===== config.mk =====
export PLATFORM = sky130hd
export DESIGN_NAME = stc_timer
export DESIGN_NICKNAME = d
export VERILOG_FILES = /design/src/hdl/stc_pkg.sv /design/src/hdl/stc_edge.sv /design/src/hdl/stc_prescale.sv /design/src/hdl/stc_timer.sv
export SDC_FILE = /design/constraint.sdc
export NUM_CORES = 1
export LEC_CHECK = 0
export CORE_ASPECT_RATIO = 1.2
export CORE_MARGIN = 2
export CORE_UTILIZATION = 45
export DETAILED_ROUTE_END_ITERATION = 10
export DONT_BUFFER_PORTS = 1
export PLACE_DENSITY = 0.6
export SLEW_MARGIN = 5
export SYNTH_ARGS = -nofsm -noshare
export SYNTH_HDL_FRONTEND = slang
export SYNTH_SLANG_ARGS = --single-unit

===== constraint.sdc =====
create_clock -name i_ref_clk -period 2.75 [get_ports i_ref_clk]
set_clock_uncertainty 0.05 [all_clocks]
set_input_delay 0.4125 -clock i_ref_clk [delete_from_list [all_inputs] [get_ports i_ref_clk]]
set_output_delay 0.4125 -clock i_ref_clk [all_outputs]
set_load 0.02 [all_outputs]

===== src/hdl/stc_pkg.sv =====
// stc_pkg: constants and carrier types for the sixteen bit timer/counter
// assumes a single 10 MHz core clock and an Avalon-MM register bus
package stc_pkg;
   localparam int unsigned STC_ADDR_W = 8;
   localparam logic [7:0] STC_OFF_CTRL = 8'h10;
   localparam logic [7:0] STC_OFF_CNT_LO = 8'h14;
   localparam logic [7:0] STC_OFF_CNT_HI = 8'h18;
   localparam logic [7:0] STC_OFF_PIN_DATA = 8'h1C;
   localparam logic [7:0] STC_OFF_PIN_DIR = 8'h20;
   localparam logic [7:0] STC_OFF_PORT_DATA = 8'h24;
   localparam logic [7:0] STC_OFF_PORT_DIR = 8'h28;
   localparam logic [7:0] STC_OFF_FLAG = 8'h2C;
   localparam logic [7:0] STC_OFF_TRIG = 8'h30;
   localparam int unsigned STC_BIT_RUN = 0;
   localparam int unsigned STC_BIT_CS = 1;
   localparam int unsigned STC_BIT_SYNC = 2;
   localparam int unsigned STC_BIT_OSC = 3;
   localparam int unsigned STC_PS_LSB = 4;
   localparam logic [7:0] STC_CTRL_MASK = 8'h3F;
   localparam logic [7:0] STC_CTRL_RST = 8'h00;
   localparam logic [1:0] STC_PORT_DIR_RST = 2'h3;
   localparam logic STC_PIN_DIR_RST = 1'b1;
   localparam logic [3:0] STC_CMP_SPECIAL = 4'hB;
   localparam logic [15:0] STC_CNT_MAX = 16'hFFFF;
   localparam logic [2:0] STC_QUARTER = 3'h3;

   typedef enum logic [1:0] {
      STC_M_OFF = 2'b00,
      STC_M_TIMER = 2'b01,
      STC_M_EXT = 2'b11,
      STC_M_OSC = 2'b10
   } stc_mode_t;

   typedef struct packed {
      logic [1:0] o;
      logic [1:0] oe;
   } stc_pins_t;
endpackage : stc_pkg


===== src/hdl/stc_edge.sv =====
// stc_edge: rising edge finder for the external count source
// assumes input synchronous; optional extra sync stage
`timescale 1ns/1ps
`default_nettype none
module stc_edge
   import stc_pkg::*;
(
   input wire logic i_ref_clk,
   input wire logic i_srst,
   input wire logic i_ce,
   input wire logic i_bypass,
   input wire logic i_src,
   output logic o_rise
);
   logic s1_ff;
   logic s2_ff;
   logic prev_ff;
   // bypass skips the sync stage, edge seen two cycles earlier
   wire logic cur = i_bypass ? i_src : s2_ff;

   assign o_rise = cur && !prev_ff;

   always_ff @(posedge i_ref_clk) begin
      if (i_srst) begin
         s1_ff <= 1'b0;
         s2_ff <= 1'b0;
         prev_ff <= 1'b0;
      end else if (i_ce) begin
         s1_ff <= i_src;
         s2_ff <= s1_ff;
         prev_ff <= cur;
      end
   end
endmodule : stc_edge
`default_nettype wire


===== src/hdl/stc_prescale.sv =====
// stc_prescale: 1:1 to 1:8 divider of count ticks
// assumes i_tick is one cycle wide
`timescale 1ns/1ps
`default_nettype none
module stc_prescale
   import stc_pkg::*;
(
   input wire logic i_ref_clk,
   input wire logic i_srst,
   input wire logic i_ce,
   input wire logic i_clr,
   input wire logic [1:0] i_sel,
   input wire logic i_tick,
   output logic o_tick
);
   logic [2:0] div_ff;
   logic [2:0] nxt_div;
   wire logic [2:0] limit = 3'((1 << i_sel) - 1);

   assign o_tick = i_tick && (div_ff >= limit);
   assign nxt_div = i_clr ? 3'h0 : (o_tick ? 3'h0 : (i_tick ? div_ff + 3'h1 : div_ff));

   always_ff @(posedge i_ref_clk) begin
      if (i_srst) begin
         div_ff <= 3'h0;
      end else if (i_ce) begin
         div_ff <= nxt_div;
      end
   end
endmodule : stc_prescale
`default_nettype wire


===== src/hdl/stc_timer.sv =====
// stc_timer: sixteen bit timer/counter with register slave and shared pins
// assumes i_ref_clk is the core oscillator; instruction cycle is 4 clocks
//
// Design decision made here: register access over Avalon-MM.
`timescale 1ns/1ps
`default_nettype none
// Notes on behaviour
// - sixteen bit count, two bytes, read/write
// - wrap from all ones flags overflow
// - control bit 0 runs counting
// - timer mode counts each instruction cycle
// - counter mode counts rising edges only
// - bit 1 picks pin or internal quarter
// - bits 5:4 prescale 1,2,4,8
// - bit 2 clear syncs external clock
// - internal source ignores sync bit
// - bit 3 enables low power oscillator
// - oscillator on forces both pins input
// - control bits 7:6 read zero
// - compare unit reset clears count
// - bits 1 and 3 clear: pins are normal io
// - external circuit: count pin, bit reads pin
// - firmware clock: data bit drives pin
// - clock port bit isolated from pin
// - back to timer: latch drives pin again
// - oscillator mode: data bit reads zero
// - oscillator mode isolates both port bits
// - mode 1011 trigger resets, starts conversion
// - overflow latches flag bit 0
// - special trigger never sets overflow flag
// - software write beats trigger reset
module stc_timer
   import stc_pkg::*;
(
   input wire logic i_ref_clk,
   input wire logic i_srst,
   input wire logic i_ce,
   input wire logic [STC_ADDR_W-1:0] i_address,
   input wire logic i_read,
   input wire logic i_write,
   input wire logic [31:0] i_writedata,
   output logic [31:0] o_readdata,
   output logic o_waitrequest,
   input wire logic [3:0] i_cmp_mode,
   input wire logic i_cmp_trigger,
   input wire logic i_adc_enable,
   output logic o_adc_start,
   input wire logic i_ovf_irq_enable,
   output logic o_ovf_irq,
   output logic o_osc_enable,
   input wire logic i_osc_clk,
   input wire logic [1:0] i_pin,
   output logic [1:0] o_pin,
   output logic [1:0] o_pin_oe
);
   logic [5:0] ctrl_ff;
   logic [15:0] cnt_ff;
   logic [1:0] port_lat_ff;
   logic [1:0] port_dir_ff;
   logic pin_lat_ff;
   logic pin_dir_ff;
   logic flag_ff;
   logic [2:0] phase_ff;
   logic ack_ff;
   logic [31:0] rdata_ff;
   logic adc_ff;
   stc_pins_t pins;

   wire logic run = ctrl_ff[STC_BIT_RUN];
   wire logic cs = ctrl_ff[STC_BIT_CS];
   wire logic no_sync = ctrl_ff[STC_BIT_SYNC];
   wire logic osc_en = ctrl_ff[STC_BIT_OSC];
   wire logic [1:0] ps_sel = ctrl_ff[STC_PS_LSB+1:STC_PS_LSB];
   wire stc_mode_t mode = !run ? STC_M_OFF : (!cs ? STC_M_TIMER : (osc_en ? STC_M_OSC : STC_M_EXT));

   // bus decode: one wait cycle, answer on the second edge
   wire logic req = (i_read || i_write) && !ack_ff;
   wire logic wr = i_write && ack_ff;
   wire logic hit_ctrl = i_address == STC_OFF_CTRL;
   wire logic hit_lo = i_address == STC_OFF_CNT_LO;
   wire logic hit_hi = i_address == STC_OFF_CNT_HI;
   wire logic hit_pdat = i_address == STC_OFF_PIN_DATA;
   wire logic hit_pdir = i_address == STC_OFF_PIN_DIR;
   wire logic hit_port = i_address == STC_OFF_PORT_DATA;
   wire logic hit_pdr = i_address == STC_OFF_PORT_DIR;
   wire logic hit_flag = i_address == STC_OFF_FLAG;
   wire logic cnt_wr = wr && (hit_lo || hit_hi);

   // clock pin belongs to the counter whenever the pin source is picked
   wire logic ext_sel = cs;
   wire logic pin1_isolated = cs || osc_en;
   wire logic pin2_isolated = osc_en;
   wire logic firmware_clk = cs && !osc_en && !pin_dir_ff;
   wire logic ext_src = osc_en ? i_osc_clk : (firmware_clk ? pin_lat_ff : i_pin[0]);
   wire logic ext_rise;
   wire logic int_tick = phase_ff == STC_QUARTER;
   wire logic raw_tick = ext_sel ? ext_rise : int_tick;
   wire logic ps_tick;
   wire logic inc = (mode != STC_M_OFF) && ps_tick;
   wire logic wrap = inc && (cnt_ff == STC_CNT_MAX);
   wire logic special = i_cmp_trigger && (i_cmp_mode == STC_CMP_SPECIAL);

   stc_edge u_edge (
      .i_ref_clk(i_ref_clk),
      .i_srst(i_srst),
      .i_ce(i_ce),
      .i_bypass(no_sync && ext_sel),
      .i_src(ext_src),
      .o_rise(ext_rise)
   );

   stc_prescale u_ps (
      .i_ref_clk(i_ref_clk),
      .i_srst(i_srst),
      .i_ce(i_ce),
      .i_clr(cnt_wr),
      .i_sel(ps_sel),
      .i_tick(raw_tick && run),
      .o_tick(ps_tick)
   );

   // count next value: write first, then trigger, then increment
   logic [15:0] nxt_cnt;
   always_comb begin
      nxt_cnt = cnt_ff;
      if (cnt_wr && hit_lo) begin
         nxt_cnt[7:0] = i_writedata[7:0];
      end else if (cnt_wr && hit_hi) begin
         nxt_cnt[15:8] = i_writedata[7:0];
      end else if (special) begin
         nxt_cnt = 16'h0000;
      end else if (inc) begin
         nxt_cnt = cnt_ff + 16'h0001;
      end
   end

   // flag: overflow set beats software clear; trigger reset never sets it
   wire logic ovf_set = wrap && !cnt_wr && !special;
   wire logic flag_clr = wr && hit_flag && i_writedata[0];
   wire logic nxt_flag = ovf_set || (flag_ff && !flag_clr);

   // pin drive
   always_comb begin
      pins.o = port_lat_ff;
      pins.oe = ~port_dir_ff;
      if (pin1_isolated) begin
         pins.o[0] = pin_lat_ff;
         pins.oe[0] = firmware_clk;
      end
      if (pin2_isolated) begin
         pins.oe[1] = 1'b0;
      end
      if (osc_en) begin
         pins.oe = 2'b00;
      end
   end
   assign o_pin = pins.o;
   assign o_pin_oe = pins.oe;

   // port readback: isolated inputs read zero, outputs read latch
   wire logic [1:0] port_rd;
   assign port_rd[0] = port_dir_ff[0] ? (pin1_isolated ? 1'b0 : i_pin[0]) : port_lat_ff[0];
   assign port_rd[1] = port_dir_ff[1] ? (pin2_isolated ? 1'b0 : i_pin[1]) : port_lat_ff[1];
   wire logic pdat_rd = osc_en ? 1'b0 : (firmware_clk ? pin_lat_ff : i_pin[0]);

   logic [7:0] rd_mux;
   always_comb begin
      rd_mux = 8'h00;
      if (hit_ctrl) begin
         rd_mux = {2'b00, ctrl_ff};
      end else if (hit_lo) begin
         rd_mux = cnt_ff[7:0];
      end else if (hit_hi) begin
         rd_mux = cnt_ff[15:8];
      end else if (hit_pdat) begin
         rd_mux = {7'h00, pdat_rd};
      end else if (hit_pdir) begin
         rd_mux = {7'h00, pin_dir_ff};
      end else if (hit_port) begin
         rd_mux = {6'h00, port_rd};
      end else if (hit_pdr) begin
         rd_mux = {6'h00, port_dir_ff};
      end else if (hit_flag) begin
         rd_mux = {7'h00, flag_ff};
      end
   end

   assign o_waitrequest = (i_read || i_write) && !ack_ff;
   assign o_readdata = rdata_ff;
   assign o_ovf_irq = flag_ff && i_ovf_irq_enable;
   assign o_osc_enable = osc_en;
   assign o_adc_start = adc_ff;

   always_ff @(posedge i_ref_clk) begin
      if (i_srst) begin
         ack_ff <= 1'b0;
         rdata_ff <= 32'h0000_0000;
      end else if (i_ce) begin
         ack_ff <= req;
         rdata_ff <= (req && i_read) ? {24'h00_0000, rd_mux} : rdata_ff;
      end
   end

   always_ff @(posedge i_ref_clk) begin
      if (i_srst) begin
         ctrl_ff <= STC_CTRL_RST[5:0];
         cnt_ff <= 16'h0000;
         flag_ff <= 1'b0;
         phase_ff <= 3'h0;
         adc_ff <= 1'b0;
      end else if (i_ce) begin
         if (wr && hit_ctrl) begin
            ctrl_ff <= i_writedata[5:0] & STC_CTRL_MASK[5:0];
         end
         cnt_ff <= nxt_cnt;
         flag_ff <= nxt_flag;
         phase_ff <= int_tick ? 3'h0 : phase_ff + 3'h1;
         adc_ff <= special && i_adc_enable;
      end
   end

   // latches take writes, except pin data while the oscillator is on; drive is decided by mode above
   always_ff @(posedge i_ref_clk) begin
      if (i_srst) begin
         port_lat_ff <= 2'h0;
         port_dir_ff <= STC_PORT_DIR_RST;
         pin_lat_ff <= 1'b0;
         pin_dir_ff <= STC_PIN_DIR_RST;
      end else if (i_ce) begin
         if (wr && hit_port) begin
            port_lat_ff <= i_writedata[1:0];
         end
         if (wr && hit_pdr) begin
            port_dir_ff <= i_writedata[1:0];
         end
         if (wr && hit_pdat && !osc_en) begin
            pin_lat_ff <= i_writedata[0];
         end
         if (wr && hit_pdir) begin
            pin_dir_ff <= i_writedata[0];
         end
      end
   end
endmodule : stc_timer
`default_nettype wire


==> impl_metrics.json <==
{
  "status": "complete, no violations",
  "worstSetupPathType": "flop to flop",
  "min_period_ns": 2.52,
  "cts_buffers": 5,
  "crit_path_max_incr_delay_ns": 0.62,
  "cts_resized": 0,
  "r2r_end": "cnt_ff[13]",
  "antenna_found_initial": 0,
  "synth_fa_ha_area_share_pct": 2.40,
  "min_from": "i_srst",
  "drive_gt1_share_pct": 9.59,
  "drt_iter0_drc": 263,
  "async_flop_share_pct": 0,
  "seqCellArea_sq_um": 961,
  "die_y_um": 95.4,
  "grtUsageTotal_pct": 23.0,
  "core_area_sq_um": 6770,
  "path_cells": "nor2b_1 > o31ai_1 > a2bb2oi_1 > o22ai_2 > a211oi_1 > o21bai_1",
  "worstMarginPinSlew_ns": 0.749,
  "critPathMaxFanout": 12,
  "hold_path_depth": 1,
  "synth.avg_cell_area_sq_um": 8.05,
  "multi_input_area_sq_um": 1950,
  "synthFlopType": "dfxtp_1",
  "wl_per_cell_um": 17.8,
  "hpwl_mm": 6.20,
  "cts_root_buf": "clkbuf_8",
  "yosys_warnings": 0,
  "p_per_area_nw_per_um2": 424,
  "p_leak_nw": 1.17,
  "synth_compound_area_share_pct": 22.5,
  "grt_overflow_total": 0,
  "arrival_ns": 2.72,
  "die_w_um": 80.2,
  "drc": 0,
  "grt_pass1_wl_mm": 13.6,
  "cp_slowest_cell": "o31ai_1",
  "rr_worst_depth": 6,
  "finalCoreUtilization_pct": 47.5,
  "boundaryPins": 95,
  "ant_nets": 0,
  "peakVddDrop_mv": 0.248,
  "worst-path-buf-inv": 0,
  "area_growth_pct": 2.72,
  "min_delay_worst_endpoint": "cnt_ff[6]",
  "synth_xor_area_share_pct": 1.68,
  "drt-total-wl_mm": 8.40,
  "reg2reg_slack_ns": 0.23,
  "max-slew-margin-rel_pct": 49.6,
  "fmax_ghz": 0.397,
  "via_per_inst": 5.99,
  "initial_utilization_pct": 46.3,
  "synth-seq-cells": 48,
  "vias": 2833,
  "clk_pin_slew_worst_paths_ns": 0.10,
  "drv_cap": 0,
  "grt_pass1_vias": 2663,
  "fillCellCount": 693,
  "place_congestion": 0.898,
  "tns_ns": 0,
  "setup_viol_count_final": 0,
  "nNetsFinal": 446,
  "postCtsSetupBuffers": 0,
  "rsz0062_at_grt": "no",
  "rows": 33,
  "start_kind": "flop",
  "timing.rr.start": "ctrl_ff[1]",
  "synthMuxAreaShare_pct": 4.55,
  "hold_path_class": "primary input to flop",
  "yosysSeqAreaShare_pct": 30.7,
  "crit_path_end_kind": "flop",
  "dieArea_sq_um": 7650,
  "cts_tree": "built",
  "cts.htree.levels": 2,
  "n_antenna_cell": 0,
  "yosys.area_share.simple_pct": 28.2,
  "synth_top_family_by_area": "simple AND/OR/NAND/NOR gates",
  "grt_max_degree": 43,
  "crit_family": "compound AO/OA/AOI/OAI gates",
  "clk_latency_ns": 0.31,
  "cts_buffer_depth": 2,
  "synth_cells": 389,
  "synth_edf_count": 0,
  "synth.distinct_cells": 68,
  "netlist_area_sq_um": 3130,
  "final.period_utilization_pct": 91.5,
  "cts_hold_buf": 0,
  "cts.sinks": 48,
  "dr.pass1.iters": 5,
  "required_ns": 2.95,
  "hold_viol": 0,
  "slew_violations": 0,
  "io_buffers": 0
}
-- cell usage in the layout (no fill, tap or decap), types with 4 or more instances in the layout --
master,synthesis,routed
a211oi_1,7,7
a21oi_1,25,25
a222oi_1,4,4
a22o_1,5,5
a22oi_1,6,6
a32o_1,4,4
and3_1,5,5
buf_4,26,8
clkbuf_8,0,5
conb_1,1,24
dfxtp_1,48,48
ha_1,6,6
inv_1,7,7
mux2i_1,12,12
nand2_1,45,45
nand3_1,18,18
nand4_1,6,6
nor2_1,48,48
nor2b_1,5,5
o21ai_0,23,23
-- metrics by stage --
step                power, mW  area, sq um  std cells  hold WS [ns]  setup WS, ns
floorplan               0.867         3220        412         0.393         0.433
global placement        0.842         3100        465         0.397         0.251
detailed placement      0.843         3100        465         0.407         0.233
CTS                      1.37         3220        473         0.101         0.223
global route             1.41         3220        473        0.0903        0.0469
finish                   1.36         3220        473         0.105         0.233
-- how the worst max path moves through the flow --
stage | startpoint | to | depth (start not counted)
after global routing | ctrl_ff[5] | cnt_ff[9] | 8
after CTS | ctrl_ff[1] | cnt_ff[13] | 6
after detailed placement | i_address[5] | cnt_ff[2] | 6
after floorplan | i_address[5] | cnt_ff[2] | 8
final | ctrl_ff[1] | cnt_ff[13] | 6
after global placement | ctrl_ff[1] | cnt_ff[13] | 6
-- power breakdown --
group	switching (mW)	total [mW]	internal, mW
sequential	0.0159	0.722	0.706
clock	0.262	0.536	0.274
combinational	0.0724	0.105	0.0327
total	0.350	1.36	1.01
-- worst reg2reg max path, delay by kind of cell (launching register included) --
family          cells  cell delay, ns
flops               1            0.41
simple gates        1            0.21
compound gates      5            1.79
-- synth_stat cells, types with 2 or more instances --
cell	count	area, sq um
a211oi_2	3	37.5
nor3b_1	2	15.0
nand4_1	6	37.5
mux2i_1	12	120
buf_6	2	22.5
and2_1	3	18.8
a22o_1	5	43.8
or3_1	2	12.5
and3_1	5	31.3
buf_2	3	15.0
nand3_1	18	90.1
a31oi_1	2	12.5
nand3b_1	2	15.0
nor2b_1	5	31.3
inv_1	7	26.3
a211oi_1	7	52.6
o21ai_0	23	115
a311oi_1	2	17.5
or4b_4	2	27.5
or4b_1	3	30.0
xor2_1	3	26.3
or4_1	2	15.0
nand2_1	45	169
nor4_1	2	12.5
nor2_2	3	18.8
ha_1	6	75.1
mux2_2	2	22.5
o31ai_1	2	15.0
nor2_1	48	180
a21oi_1	25	125
nor4b_1	3	26.3
clkbuf_1	8	30.0
or4bb_1	2	22.5
a2111oi_0	2	17.5
a222oi_1	4	40.0
a32o_1	4	40.0
buf_1	2	7.51
xnor2_1	3	26.3
a22oi_1	6	45.0
dfxtp_1	48	961
buf_4	26	195
nor3_1	3	15.0
-- cell type report --
class / instances / area share [%]
flip-flops and latches: 48 / 29.9
clock buffers: 5 / 2.14
clock inverters: 3 / 1.44
multi-input cells: 315 / 60.5
well taps: 87 / 3.38
inverters: 7 / 0.816
repair buffers: 8 / 1.87
-- sequential cells by signal, indices dropped and copies added (netlist names), 2 cells and up --
register and flops:
o_readdata 8, cnt_ff 16, u_ps.div_ff 3, port_dir_ff 2, port_lat_ff 2, phase_ff 3, ctrl_ff 6
-- routing by layer --
layer	up-vias	share of wire, %	global-route usage (%)
li1	1369	-	-
met1	1318	42	29.1
met2	131	47	38.9
met3	15	8.6	5.21
met4	0	2.4	7.20
met5	-	0	0
-- cells by family (layout without fill, tap and decap cells) --
group	count (synthesis)	count (layout)
adder cells (fa/ha/maj)	6	6
flip-flops	48	48
multiplexers	14	14
AND/OR/NAND/NOR	167	167
buffers and inverters	49	23
other	1	24
AO/OA/AOI/OAI	98	98
XOR/XNOR	6	6
No activity file was read; power rests on OpenSTA's default activity.
